===== config.mk =====
export PLATFORM = sky130hd
export DESIGN_NAME = fsc_host
export DESIGN_NICKNAME = d
export VERILOG_FILES = /design/src/core/fsc_pkg.sv /design/src/core/fsc_host.sv /design/src/core/fsc_sync.sv
export VERILOG_INCLUDE_DIRS = /design/src /design/src/core
export SDC_FILE = /design/constraint.sdc
export NUM_CORES = 1
export LEC_CHECK = 0
export ABC_AREA = 1
export BUFFER_PORTS_ARGS = -buffer_cell sky130_fd_sc_hd__buf_2
export CELL_PAD_IN_SITES_DETAIL_PLACEMENT = 1
export CELL_PAD_IN_SITES_GLOBAL_PLACEMENT = 1
export CORE_AREA = 8 8 265 267
export DETAILED_ROUTE_END_ITERATION = 7
export DIE_AREA = 0 0 273 275
export GPL_TIMING_DRIVEN = 1
export PLACE_DENSITY_LB_ADDON = 0.1
export SLEW_MARGIN = 30
export SYNTH_ARGS = -nofsm -noshare
export SYNTH_HDL_FRONTEND = slang
export SYNTH_HIERARCHICAL = 1
export SYNTH_SLANG_ARGS = --single-unit

===== constraint.sdc =====
create_clock -name clk -period 4.4 [get_ports clk]
set_clock_uncertainty 0.05 [all_clocks]
set_input_delay 0.88 -clock clk [delete_from_list [all_inputs] [get_ports clk]]
set_output_delay 0.88 -clock clk [all_outputs]
set_load 0.05 [all_outputs]

===== src/core/fsc_cfg.svh =====
`ifndef FSC_CFG_SVH
`define FSC_CFG_SVH
`define FSC_CLK_PERIOD_NS   10
`define FSC_CLK_TO_VALID_NS 12
`define FSC_RD_LAT_CYC      ((`FSC_CLK_TO_VALID_NS + `FSC_CLK_PERIOD_NS - 1) / `FSC_CLK_PERIOD_NS)
`define FSC_SYNC_STAGES     2
`define FSC_RD_CAPTURE      (`FSC_RD_LAT_CYC + `FSC_SYNC_STAGES)
`define FSC_RST_HOLD_NS     1000
`define FSC_RST_HOLD_CYC    ((`FSC_RST_HOLD_NS + `FSC_CLK_PERIOD_NS - 1) / `FSC_CLK_PERIOD_NS)
`define FSC_RESET_US        50
`define FSC_CLK_SYNC_US     20
`define FSC_POWERUP_CYC     ((`FSC_RESET_US + `FSC_CLK_SYNC_US) * 1000 / `FSC_CLK_PERIOD_NS)
`define FSC_DOZE_GUARD_CYC  2
`define FSC_SLEEP_REC_CYC   16
`define FSC_ADDR_W          21
`define FSC_DATA_W          48
`define FSC_LANES           6
`define FSC_BEATS           4
`define FSC_APB_AW          8
`define FSC_OFS_CTRL        8'h00
`define FSC_OFS_ADDR        8'h04
`define FSC_OFS_LANE        8'h08
`define FSC_OFS_STAT        8'h0C
`define FSC_OFS_DATA        8'h10
`define FSC_OFS_DATA_END    8'h2C
`define FSC_CTRL_START      0
`define FSC_CTRL_WRITE      1
`define FSC_CTRL_BEATS      3:2
`define FSC_CTRL_DOZE       4
`define FSC_CTRL_SHUT       5
`define FSC_CTRL_ORDER      6
`define FSC_STAT_BUSY       0
`define FSC_STAT_READY      1
`define FSC_STAT_DOZING     2
`define FSC_STAT_SHUT       3
`define FSC_STAT_DONE       4
`define FSC_STAT_INIT       5
`define FSC_LANE_RESET      6'h3F
`endif


===== src/core/fsc_pkg.sv =====
`include "fsc_cfg.svh"
package fsc_pkg;
	typedef enum {
		S_RST_HOLD, S_RST_WAIT, S_WAIT_RDY, S_IDLE, S_WR, S_WR_END,
		S_RD, S_DOZE_IN, S_DOZE, S_DOZE_OUT, S_SHUT
	} fsc_state_type;

	typedef struct packed {
		fsc_state_type                           st;
		logic [15:0]                             cnt;
		logic [2:0]                              beat;
		logic [1:0]                              cfg_nb;
		logic                                    cfg_write;
		logic                                    cfg_doze;
		logic                                    cfg_shut;
		logic                                    cfg_order;
		logic [`FSC_ADDR_W-1:0]                  cfg_addr;
		logic [`FSC_LANES-1:0]                   cfg_lanes;
		logic                                    pend;
		logic                                    done;
		logic                                    init;
		logic [1:0]                              op_nb;
		logic                                    op_write;
		logic [`FSC_BEATS-1:0][`FSC_DATA_W-1:0]  data;
		logic [31:0]                             prdata;
		logic                                    cg_n;
		logic                                    adv_n;
		logic                                    cs_on;
		logic                                    we_n;
		logic [`FSC_LANES-1:0]                   lane_n;
		logic [`FSC_ADDR_W-1:0]                  a;
		logic [`FSC_DATA_W-1:0]                  dq_o;
		logic                                    dq_oe;
		logic                                    oe_n;
		logic                                    doze;
		logic                                    shdn;
		logic                                    mrst_n;
		logic                                    clk_run;
		logic                                    order;
	} fsc_regs_type;
endpackage


===== src/core/fsc_host.sv =====
// Chosen here: register access over APB and the placing of the registers.
`timescale 1ns/1ps
`include "fsc_cfg.svh"
module fsc_host #(
	parameter int POWERUP_CYC  = `FSC_POWERUP_CYC,
	parameter int SLEEP_REC_CYC = `FSC_SLEEP_REC_CYC
) (
	input  wire logic                    clk,
	input  wire logic                    reset,
	input  wire logic                    psel,
	input  wire logic                    penable,
	input  wire logic                    pwrite,
	input  wire logic [`FSC_APB_AW-1:0]  paddr,
	input  wire logic [31:0]             pwdata,
	output logic      [31:0]             prdata,
	output logic                         pready,
	output logic                         pslverr,
	output logic                         clock_gate_n,
	output logic                         advance_or_load_n,
	output logic                         chip_select_a_n,
	output logic                         chip_select_b,
	output logic                         chip_select_c_n,
	output logic                         write_strobe_n,
	output logic      [`FSC_LANES-1:0]   byte_lane_strobe_n,
	output logic      [`FSC_ADDR_W-1:0]  mem_addr,
	output logic      [`FSC_DATA_W-1:0]  dq_out,
	output logic                         dq_oe,
	input  wire logic [`FSC_DATA_W-1:0]  dq_in,
	output logic                         output_gate_n,
	output logic                         doze_request,
	output logic                         shutdown,
	output logic                         mem_reset_n,
	output logic                         burst_order,
	output logic                         mem_clk_run,
	input  wire logic                    ready_in
);
	import fsc_pkg::*;

	localparam logic [15:0] RST_HOLD  = 16'(`FSC_RST_HOLD_CYC);
	localparam logic [15:0] PWR_WAIT  = 16'(POWERUP_CYC);
	localparam logic [15:0] REC_WAIT  = 16'(SLEEP_REC_CYC);
	localparam logic [15:0] GUARD     = 16'(`FSC_DOZE_GUARD_CYC);
	localparam logic [15:0] RD_CAP    = 16'(`FSC_RD_CAPTURE);
	// wait counters are 16 bits wide
	if (POWERUP_CYC < 1 || POWERUP_CYC > 65535 || SLEEP_REC_CYC < 1 || SLEEP_REC_CYC > 65535)
		$error("fsc_host: wait counts out of range");
	fsc_regs_type           s_q;
	fsc_regs_type           s_d;
	logic                   rdy_s;
	logic [`FSC_DATA_W-1:0] dq_s;
	logic                   acc;
	logic                   hit;
	logic [31:0]            rd_mux;
	logic [1:0]             didx;

	// pins from the memory pass two flops
	fsc_sync #(
		.WIDTH (`FSC_DATA_W + 1)
	) u_sync (
		.clk   (clk),
		.reset (reset),
		.d     ({ready_in, dq_in}),
		.q     ({rdy_s, dq_s})
	);
	assign didx = 2'((paddr - `FSC_OFS_DATA) >> 3);
	always_comb
	begin
		hit    = 1'b1;
		rd_mux = 32'h0;
		if (paddr[1:0] != 2'h0)
			hit = 1'b0;
		else if (paddr == `FSC_OFS_CTRL)
			rd_mux = {25'h0, s_q.cfg_order, s_q.cfg_shut, s_q.cfg_doze, s_q.cfg_nb,
				s_q.cfg_write, 1'b0};
		else if (paddr == `FSC_OFS_ADDR)
			rd_mux = {11'h0, s_q.cfg_addr};
		else if (paddr == `FSC_OFS_LANE)
			rd_mux = {26'h0, s_q.cfg_lanes};
		else if (paddr == `FSC_OFS_STAT)
			rd_mux = {26'h0, s_q.init, s_q.done, s_q.st == S_SHUT,
				s_q.st == S_DOZE, rdy_s, s_q.st != S_IDLE};
		else if (paddr >= `FSC_OFS_DATA && paddr <= `FSC_OFS_DATA_END)
			rd_mux = paddr[2] ? {16'h0, s_q.data[didx][47:32]} : s_q.data[didx][31:0];
		else
			hit = 1'b0;
	end

	assign acc     = psel && penable;
	assign pready  = acc;
	assign pslverr = acc && !hit;

	always_comb
	begin
		s_d = s_q;
		if (psel && !penable)
			s_d.prdata = rd_mux;
		if (acc && pwrite && hit)
		begin
			if (paddr == `FSC_OFS_CTRL)
			begin
				s_d.cfg_write = pwdata[`FSC_CTRL_WRITE];
				s_d.cfg_nb    = pwdata[`FSC_CTRL_BEATS];
				s_d.cfg_doze  = pwdata[`FSC_CTRL_DOZE];
				s_d.cfg_shut  = pwdata[`FSC_CTRL_SHUT];
				s_d.cfg_order = pwdata[`FSC_CTRL_ORDER];
				if (pwdata[`FSC_CTRL_START] && s_q.st == S_IDLE)
					s_d.pend = 1'b1;
			end
			else if (paddr == `FSC_OFS_ADDR)
				s_d.cfg_addr = pwdata[`FSC_ADDR_W-1:0];
			else if (paddr == `FSC_OFS_LANE)
				s_d.cfg_lanes = pwdata[`FSC_LANES-1:0];
			else if (paddr == `FSC_OFS_STAT)
				s_d.done = s_q.done && !pwdata[`FSC_STAT_DONE];
			else if (paddr[2])
				s_d.data[didx][47:32] = pwdata[15:0];
			else
				s_d.data[didx][31:0] = pwdata;
		end
		case (s_q.st)
			S_RST_HOLD:
			begin
				// strap settles while the memory is held in reset
				s_d.order  = s_q.cfg_order;
				s_d.mrst_n = 1'b0;
				s_d.cnt    = s_q.cnt + 16'h1;
				// reset low for the full hold time
				if (s_q.cnt == RST_HOLD - 16'h1)
				begin
					s_d.mrst_n = 1'b1;
					s_d.cnt    = 16'h0;
					s_d.st     = S_RST_WAIT;
				end
			end
			S_RST_WAIT:
			begin
				s_d.cnt = s_q.cnt + 16'h1;
				if (s_q.cnt == PWR_WAIT - 16'h1)
					s_d.st = S_WAIT_RDY;
			end
			S_WAIT_RDY:
			begin
				if (rdy_s)
				begin
					s_d.init = 1'b1;
					s_d.st   = S_IDLE;
				end
			end
			S_IDLE:
			begin
				if (s_q.cfg_shut)
				begin
					// enter shutdown from a deselected idle
					s_d.shdn    = 1'b1;
					s_d.clk_run = 1'b0;
					s_d.init    = 1'b0;
					s_d.pend    = 1'b0;
					s_d.st      = S_SHUT;
				end
				// hold off while the memory reports busy
				else if (s_q.pend && rdy_s)
				begin
					s_d.pend     = 1'b0;
					s_d.op_write = s_q.cfg_write;
					s_d.op_nb    = s_q.cfg_nb;
					// load a new command with all selects active
					s_d.cs_on    = 1'b1;
					s_d.adv_n    = 1'b0;
					s_d.cg_n     = 1'b0;
					s_d.we_n     = !s_q.cfg_write;
					s_d.a        = s_q.cfg_addr;
					// lane strobes only matter for writes
					s_d.lane_n   = s_q.cfg_write ? ~s_q.cfg_lanes : {`FSC_LANES{1'b1}};
					// output gate low only for reads
					s_d.oe_n     = s_q.cfg_write;
					s_d.beat     = 3'h0;
					s_d.cnt      = 16'h0;
					s_d.st       = s_q.cfg_write ? S_WR : S_RD;
				end
				else if (s_q.cfg_doze && !s_q.pend)
				begin
					s_d.cnt = 16'h0;
					s_d.st  = S_DOZE_IN;
				end
			end
			S_WR:
			begin
				// data for each beat stands for the following edge
				s_d.dq_o  = s_q.data[s_q.beat[1:0]];
				s_d.dq_oe = 1'b1;
				s_d.beat  = s_q.beat + 3'h1;
				if (s_q.beat < {1'b0, s_q.op_nb})
					s_d.adv_n = 1'b1;
				else
				begin
					// deselect by a load with selects idle
					s_d.cs_on = 1'b0;
					s_d.adv_n = 1'b0;
					s_d.we_n  = 1'b1;
					s_d.st    = S_WR_END;
				end
			end
			S_WR_END:
			begin
				s_d.dq_oe  = 1'b0;
				s_d.lane_n = {`FSC_LANES{1'b1}};
				s_d.done   = 1'b1;
				s_d.st     = S_IDLE;
			end
			S_RD:
			begin
				s_d.cnt = s_q.cnt + 16'h1;
				// stall the clock gate until data clears the synchroniser
				if (s_q.cnt == 16'h0)
					s_d.cg_n = 1'b1;
				if (s_q.cnt == RD_CAP)
				begin
					s_d.data[s_q.beat[1:0]] = dq_s;
					s_d.cnt  = 16'h0;
					s_d.cg_n = 1'b0;
					if (s_q.beat < {1'b0, s_q.op_nb})
					begin
						// continuation beat, memory steps its own counter
						s_d.adv_n = 1'b1;
						s_d.beat  = s_q.beat + 3'h1;
					end
					else
					begin
						s_d.cs_on = 1'b0;
						s_d.adv_n = 1'b0;
						s_d.oe_n  = 1'b1;
						s_d.done  = 1'b1;
						s_d.st    = S_IDLE;
					end
				end
			end
			S_DOZE_IN:
			begin
				s_d.cnt = s_q.cnt + 16'h1;
				if (!s_q.cfg_doze)
					s_d.st = S_IDLE;
				else if (s_q.cnt == GUARD)
				begin
					s_d.doze    = 1'b1;
					s_d.clk_run = 1'b0;
					s_d.st      = S_DOZE;
				end
			end
			S_DOZE:
			begin
				if (!s_q.cfg_doze)
				begin
					s_d.doze    = 1'b0;
					// clock back on when doze ends
					s_d.clk_run = 1'b1;
					s_d.cnt     = 16'h0;
					s_d.st      = S_DOZE_OUT;
				end
			end
			S_DOZE_OUT:
			begin
				s_d.cnt = s_q.cnt + 16'h1;
				if (s_q.cnt == REC_WAIT - 16'h1)
					s_d.st = S_IDLE;
			end
			S_SHUT:
			begin
				if (!s_q.cfg_shut)
				begin
					// leaving shutdown always resets the memory
					s_d.shdn    = 1'b0;
					s_d.clk_run = 1'b1;
					s_d.mrst_n  = 1'b0;
					s_d.cnt     = 16'h0;
					s_d.st      = S_RST_HOLD;
				end
			end
			default:
				s_d.st = S_RST_HOLD;
		endcase
	end

	always_ff @(posedge clk)
	begin
		if (reset)
		begin
			s_q           <= '0;
			s_q.st        <= S_RST_HOLD;
			s_q.cfg_lanes <= `FSC_LANE_RESET;
			s_q.we_n      <= 1'b1;
			s_q.lane_n    <= {`FSC_LANES{1'b1}};
			s_q.oe_n      <= 1'b1;
			s_q.clk_run   <= 1'b1;
		end
		else
			s_q <= s_d;
	end

	assign prdata             = s_q.prdata;
	assign clock_gate_n       = s_q.cg_n;
	assign advance_or_load_n  = s_q.adv_n;
	assign chip_select_a_n    = !s_q.cs_on;
	assign chip_select_b      = s_q.cs_on;
	assign chip_select_c_n    = !s_q.cs_on;
	assign write_strobe_n     = s_q.we_n;
	assign byte_lane_strobe_n = s_q.lane_n;
	assign mem_addr           = s_q.a;
	assign dq_out             = s_q.dq_o;
	assign dq_oe              = s_q.dq_oe;
	assign output_gate_n      = s_q.oe_n;
	assign doze_request       = s_q.doze;
	assign shutdown           = s_q.shdn;
	assign mem_reset_n        = s_q.mrst_n;
	assign burst_order        = s_q.order;
	assign mem_clk_run        = s_q.clk_run;

	localparam int CHK_HOLD = 100;
	logic [7:0] low_cnt_q;

	always_ff @(posedge clk)
	begin
		if (reset || s_q.mrst_n)
			low_cnt_q <= 8'h0;
		else if (low_cnt_q != 8'hFF)
			low_cnt_q <= low_cnt_q + 8'h1;
	end
endmodule // fsc_host


===== src/core/fsc_sync.sv =====
`timescale 1ns/1ps
module fsc_sync #(
	parameter int WIDTH = 1
) (
	input  wire logic             clk,
	input  wire logic             reset,
	input  wire logic [WIDTH-1:0] d,
	output logic      [WIDTH-1:0] q
);
	logic [WIDTH-1:0] meta_q;

	always_ff @(posedge clk)
	begin
		if (reset)
		begin
			meta_q <= '0;
			q      <= '0;
		end
		else
		begin
			meta_q <= d;
			q      <= meta_q;
		end
	end
endmodule // fsc_sync


==> results.md, run 1 <==
* Final Cycle Share at around four fifths
* Critical path arrival at around 2.6 ns
* First-pass GRT wire length at between 150000 and 200000 um
* Die height at 275 um
* Drt pass-1 iters at 6
* Seq/Total Area, Yosys at about 31%
* Clock buffer depth at 3
* Max-Cap Viols at 0
* Post-DP HPWL at slightly above 80000 um
* Largest area contributor in the netlist: dfxtp_1
* Setup violators final at 0
* Final wirelength at between 100000 and 150000 um
* Quantity of I/O buffers inserted on ports at 215
* Ys Warns at 6
* Mapped Area at between 0.03 and 0.04 mm2
* Most frequent cells in the layout: 1697 x nand2_1, 619 x inv_1, 467 x dfxtp_1
* Share of power burned in registers at approximately 37%
* Minimum clock period at 3.55 ns
* DIE AREA at roughly 0.075 mm2
* Setup TNS at 0 ns
* Hold Vio Cnt, Final at 0
* Nets at 5024
* Total track usage at 33.7%
* NetSw at approximately 0.0046 W
* Via density at around 6
* Initial antenna violation count at 11
* Gr ovfl total at 0
* Clock Sinks at between 400 and 500
* Syn Inst Count at slightly above 5000
* Vias in the first global route at between 30000 and 40000
* Antenna Nets Post-Route at 0
* Number of buffers created by CTS at 55
* Startpoint type of the worst setup path: primary input
* Peak VDD IR at 0.319 mV
* RD Place Congestion at between 0.8 and 0.9
* CP top delay family: buffers and inverters
* Pwr Density at a little under 400 mW/mm2
* Synth top area cells: dfxtp_1 31%, nand2_1 21%, inv_1 7.7%
* Yosys cell types at 44
* Max incr delay on CP at between 0.2 and 0.3 ns
* Core Footprint at 0.0663 mm2
* Leakage at roughly 16 nW
* Combinational Power Share at between 20% and 30%
* Die width at 273 um
* CP Buf/Inv Count at 5
* FF+latch count, synth at 469
* Mapped Nets at about 5100
* Largest net degree at the start of global routing at around 200
* Avg WL per Cell at about 23 um
* Clock Power Share at 39.5%
* Layout area overhead at 8.26%
* Worst endpoint required time at about 3.5 ns
* Worst-path clk slew at around 0.060 ns
* Hold WS at about 0.35 ns
* # hold bufs at CTS at 0
* Post-CTS setup buffers at 0
* Crit-path cells: buf_2 > inv_2 > nand2_1 > inv_1 > nand2_2 > nand3_4 > a21oi_1 > buf_4 > buf_2
* Number of gates resized after CTS at 0
* DRC Markers at 0
* Final max-slew violation count at 0
* Post-synth EDFFs at 0
* H-tree levels at 2
* CTS tree: done
* Starting density of the core at between 40% and 50%
* RSZ-0062 raised after global routing: no
* Pint at a little over 0.008 W
* Clock latency on the worst-skew pair at roughly 0.65 ns
* Commonest non-fill, non-tap cell in the layout: nand2_1
* Syn avg cell area at approximately 6.0 um2
* Post-synth top flop: dfxtp_1
* Asr flop ratio synth at 0%
* Vias at approximately 34000
* Worst setup EP type: output pin
* Share of the synthesized area in the top cell type at between 30% and 40%
* Switching share of power at 36.3%
* Slew Limit Headroom at between 30 and 40%
* Most numerous cell on the critical path: buf_2
* Crit path max-delay cell type: buf_2
* DRT iter0 DRCs at roughly 3400
* Clk root buf: clkbuf_16
* Fin util at 49.1%
* Crit Path Max Fanout at 6
* Layout cells sized above 1 at under 10%
* Crit path kind: in -> out
* F_max at approximately 0.28 GHz
* I/O pin count at 216
* Worst-Margin Slew at around 1.0 ns
* Min-delay worst type: reg -> reg
* Run status: finished, final reports clean
* Placement row count at 95
[path summary, 6_finish.rpt]
path	from	endpoint	slack (ns)	depth (start not counted)
worst max-delay path	paddr[3]	pslverr	0.85	9
worst min-delay path	u_sync/meta_q[34]	u_sync/q[34]	0.35	2
worst max register to register	s_q[350]	s_q[370]	1.29	12
worst min register to register	u_sync/meta_q[34]	u_sync/q[34]	0.35	2
[per-stage QoR]
| stage | instances | total power, W | worst slack [ns] | area (um2) |
|---|---|---|---|---|
| floorplan | 5047 | 0.00681 | 0.753 | 30100 |
| global placement | 5736 | 0.00769 | 0.863 | 30600 |
| detailed placement | 5736 | 0.00774 | 0.862 | 30600 |
| CTS | 5837 | 0.0128 | 0.865 | 32500 |
| global route | 5840 | 0.0132 | 0.776 | 32600 |
| finish | 5843 | 0.0128 | 0.851 | 32600 |
[power groups by stage]
stage | clock, W | sequential, W | combinational (W)
6_report | 0.00505 | 0.00467 | 0.00306
4_1_cts | 0.00511 | 0.00467 | 0.00300
3_3_place_gp | 0 | 0.00475 | 0.00294
5_1_grt | 0.00526 | 0.00469 | 0.00327
3_5_place_dp | 0 | 0.00476 | 0.00298
2_1_floorplan | 0 | 0.00467 | 0.00214
[final cells by class]
type                    count  area, um2
fillers                  9238      33800
repair buffers            292       1850
well taps                 873       1090
flip-flops and latches    469       9390
diodes                      4       10.0
multi-input cells        3466      15900
clock inverters            34        472
clock buffers              67       1470
inverters                 638       2400
[flip-flops by register name (all words and copies together), names as in the netlist, 6 cells and up]
name and count:
byte_lane_strobe_n 6, s_q 253, u_sync/q 49, prdata 32, mem_addr 21, dq_out 48
u_sync/meta_q 49
[synth_stat cells (9+ instances only)]
cell / number
buf_1: 27
nand3_1: 348
a22oi_1: 16
buf_6: 20
inv_1: 620
nor2_1: 220
nor3_2: 9
nor3_1: 26
dfxtp_1: 469
o221ai_1: 23
buf_2: 76
nand2_1: 1702
nand4_1: 221
o21a_1: 12
a21oi_1: 375
clkbuf_1: 226
o21ai_0: 390
o211ai_1: 41
buf_4: 125
inv_2: 15
a31oi_1: 10
[kinds of logic after synthesis]
| group | Yosys count | synth area share [%] |
|---|---|---|
| and+or+nand+nor | 2560 | 36.1 |
| DFF | 469 | 31.2 |
| adders and majority gates | 8 | 0.333 |
| AOI/OAI and AO/OA | 890 | 15.9 |
| buffers and inverters | 1112 | 16.3 |
| xor gates and xnor gates | 8 | 0.233 |
[worst reg2reg max path, stage by stage (launching register included)]
cell and delay, ns:
dfxtp_2 0.90, buf_4 0.74, ha_1 0.37, nand2_1 0.09, nand4_1 0.18, nand2_1 0.12
nor2_1 0.05, nand2_1 0.06, nor2_1 0.06, nand2_1 0.18, nand2_1 0.08, nand2_1 0.06
nor2_1 0.04
[per-layer routing]
layer	vias up	routed length, um	GRT usage (%)
li1	15822	-	-
met1	16657	56800	46.1
met2	1592	57200	52.1
met3	304	13200	7.27
met4	8	4550	12.1
met5	-	68	0
(Power assumes the default switching activity.)
==> run 2: changes to the inputs <==
--- a/config.mk
+++ b/config.mk
@@ -10,9 +10,9 @@
 export BUFFER_PORTS_ARGS = -buffer_cell sky130_fd_sc_hd__buf_2
 export CELL_PAD_IN_SITES_DETAIL_PLACEMENT = 1
 export CELL_PAD_IN_SITES_GLOBAL_PLACEMENT = 1
-export CORE_AREA = 8 8 265 267
+export CORE_AREA = 8 8 274 276
 export DETAILED_ROUTE_END_ITERATION = 7
-export DIE_AREA = 0 0 273 275
+export DIE_AREA = 0 0 282 284
 export GPL_TIMING_DRIVEN = 1
 export PLACE_DENSITY_LB_ADDON = 0.1
 export SLEW_MARGIN = 30
==> constraint.sdc (replaced) <==
create_clock -name clk -period 3.59 [get_ports clk]
set_clock_uncertainty 0.05 [all_clocks]
set_input_delay 0.718 -clock clk [delete_from_list [all_inputs] [get_ports clk]]
set_output_delay 0.718 -clock clk [all_outputs]
set_load 0.05 [all_outputs]
==> run 2 against run 1 <==
Effect of this change:
- largest cell class unchanged
- die area rose by 6.7%
- sequential power rose by 21%
- final cell count up 1.7%
- first-iteration DRC count is 3.5% lower
- routed wire length is 3.3% higher
- worst hold slack lost 0.11 ns
==> results.md, run 2 (same netlist as run 1, synthesis figures left out) <==
* Critical Path Source: paddr[7] (was paddr[3])
* Via density at 5.77 (was 5.88)
* Worst endpoint required time at 2.82 ns (was 3.47 ns)
* Drt pass-1 iters at 5 (was 6)
* Final wirelength at 136000 um (was 132000 um)
* Crit path max-delay cell type: nor2_1 (was buf_2)
* Worst setup path endpoint: pslverr (unchanged)
* Number of gates resized after CTS at 0 (unchanged)
* FF-to-FF End: s_q[352] (was s_q[370])
* Hold Vio Cnt, Final at 0 (unchanged)
* CP top delay family: simple AND/OR/NAND/NOR gates (was buffers and inverters)
* Clock buffer depth at 3 (unchanged)
* Nets at 5042 (was 5024)
* Crit. path cell count at 8 (was 9)
* Worst-path clk slew at 0.06 ns (about the same)
* Starting density of the core at 42.5% (was 45.3%)
* RSZ-0062 raised after global routing: no (unchanged)
* Commonest non-fill, non-tap cell in the layout: nand2_1 (unchanged)
* Clock Sinks at 469 (unchanged)
* Max incr delay on CP at 0.33 ns (was 0.28 ns)
* H-tree levels at 2 (unchanged)
* Worst-Margin Slew at 1.38 ns (was 1.05 ns)
* RD Place Congestion at 0.902 (was 0.887)
* Vias at 34289 (was 34383)
* Most frequent cells in the layout: 1697 x nand2_1, 619 x inv_1, 467 x dfxtp_1 (unchanged)
* Setup violators final at 0 (unchanged)
* Layout cells sized above 1 at 9.48% (was 9.10%)
* Clk root buf: clkbuf_16 (unchanged)
* CTS tree: done (unchanged)
* Peak VDD IR at 0.415 mV (was 0.319 mV)
* Worst hold path depth at 3 (was 2)
* Post-DP HPWL at 85200 um (was 81500 um)
* FF-to-FF setup slack at 0.83 ns (was 1.29 ns)
* CP Buf/Inv Count at 3 (was 5)
* Largest Register: s_q (unchanged)
* Largest net degree at the start of global routing at 170 (was 198)
* I/O pin count at 216 (unchanged)
* Gr ovfl total at 0 (unchanged)
* # hold bufs at CTS at 0 (unchanged)
* Worst setup EP type: output pin (unchanged)
* Max-Cap Viols at 0 (unchanged)
* Number of buffers created by CTS at 57 (was 55)
* Core Footprint at 0.0708 mm2 (was 0.0663 mm2)
* Fillers at 9712 (was 9238)
* Worst Reg-to-Reg Cells at 11 (was 12)
* Max FFs per register at 253 (unchanged)
* Crit Path Max Fanout at 5 (was 6)
* Worst r2r src: s_q[370] (was s_q[350])
* F_max at between 0.3 and 0.4 GHz
* Pwr Density at 487 mW/mm2 (was 393 mW/mm2)
* Leakage at 16.7 nW (was 16.4 nW)
* Run status: finished, final reports clean (unchanged)
* Startpoint type of the worst setup path: primary input (unchanged)
* DIE AREA at 0.0801 mm2 (was 0.0751 mm2)
* Total track usage at 32.9% (was 33.7%)
* Final max-slew violation count at 0 (unchanged)
* Die height at 284 um (was 275 um)
* Post-CTS setup buffers at 0 (unchanged)
* Biggest regs: s_q: 253 flops, u_sync/meta_q: 49 flops, u_sync/q: 49 flops (unchanged)
* Final Cycle Share at about 89%
* Slew Limit Headroom at 8.05% (was 30.3%)
* Quantity of I/O buffers inserted on ports at 215 (unchanged)
* Critical path arrival at 2.44 ns (was 2.62 ns)
* Clock latency on the worst-skew pair at 0.63 ns (was 0.65 ns)
* Minimum clock period at 3.21 ns
* Antenna Nets Post-Route at 0 (unchanged)
* First-pass GRT wire length at 206000 um (was 200000 um)
* Vias in the first global route at 33036 (was 33104)
* Initial antenna violation count at 11 (unchanged)
* Layout area overhead at 9.97% (was 8.26%)
* Setup TNS at 0 ns (unchanged)
* Placement row count at 98 (was 95)
* Min-delay worst type: in -> reg (was reg -> reg)
* Crit-path cells: buf_2 > nor2_1 > nand3_4 > nand2_2 > nand3_4 > a21oi_1 > buf_4 > buf_2 (was buf_2 > inv_2 > nand2_1 > inv_1 > nand2_2 > nand3_4 > a21oi_1 > buf_4 > buf_2)
* Placed cells at 5831 (was 5736)
* DRT iter0 DRCs at 3294 (was 3412)
* Fin cells at 5941 (was 5843)
* Crit path kind: in -> out (unchanged)
* DRC Markers at 0 (unchanged)
* Die width at 282 um (was 273 um)
* Avg WL per Cell at 22.9 um (was 22.6 um)
run 2: cell count changes in the layout (fill, tap and decap cells not counted), moves of 2 or more:
cell	previous run	this run
bufinv_16	10	12
buf_4	63	67
clkinv_4	3	1
clkinvlp_4	7	5
inv_6	7	2
buf_12	13	25
clkinv_2	8	11
clkbuf_16	55	59
o21ai_1	4	6
o21ai_0	390	388
clkbuf_8	5	9
run 2: worst reg2reg max path: cells and delay by family (launching register included):
family | cells | cell delay (ns)
AOI/OAI and AO/OA | 1 | 0.13
buffers and inverters | 2 | 0.63
DFF | 1 | 0.35
and+or+nand+nor | 8 | 1.54
run 2: area by class of cell:
class | instances | area [um2] | area share [%]
Antenna cell | 4 | 10.0 | 0.0303
Clock buffer | 75 | 1630 | 4.92
Clock inverter | 31 | 477 | 1.44
Inverter | 638 | 2400 | 7.27
Multi-Input combinational cell | 3466 | 15900 | 48.0
Sequential cell | 469 | 9390 | 28.4
Tap cell | 950 | 1190 | 3.59
Timing Repair Buffer | 308 | 2110 | 6.37
run 2: metrics by stage:
step	setup slack [ns]	total power, W	hold slack [ns]	instance area (um2)	utilization [%]
after detailed placement	0.329	0.00959	0.347	31000	43.8
after floorplan	0.267	0.00835	0.338	30100	-
after global routing	0.289	0.0167	0.235	33100	46.7
final	0.385	0.0161	0.235	33100	46.7
after global placement	0.357	0.00954	0.340	31000	43.8
after CTS	0.345	0.0162	0.208	33100	46.7
run 2: worst min path at each step:
stage | start | to
global placement | u_sync/meta_q[18] | u_sync/q[18]
global route | dq_in[7] | u_sync/meta_q[7]
floorplan | u_sync/meta_q[0] | u_sync/q[0]
detailed placement | u_sync/meta_q[29] | u_sync/q[29]
CTS | dq_in[1] | u_sync/meta_q[1]
finish | dq_in[7] | u_sync/meta_q[7]
run 2: layer usage:
metal	wire length [um]	global-route usage [%]	part of all wire (%)
met1	60400	46.2	44
met2	58200	49.8	43
met3	13200	6.51	9.7
met4	4210	10.9	3.1
met5	46	0	0.034
run 2: power by group:
group	internal (W)	total (W)	leakage [nW]	switching (W)
combinational	0.000922	0.00390	11.8	0.00298
clock	0.00404	0.00655	1.03	0.00251
sequential	0.00545	0.00566	3.81	0.000207
total	0.0104	0.0161	16.7	0.00570
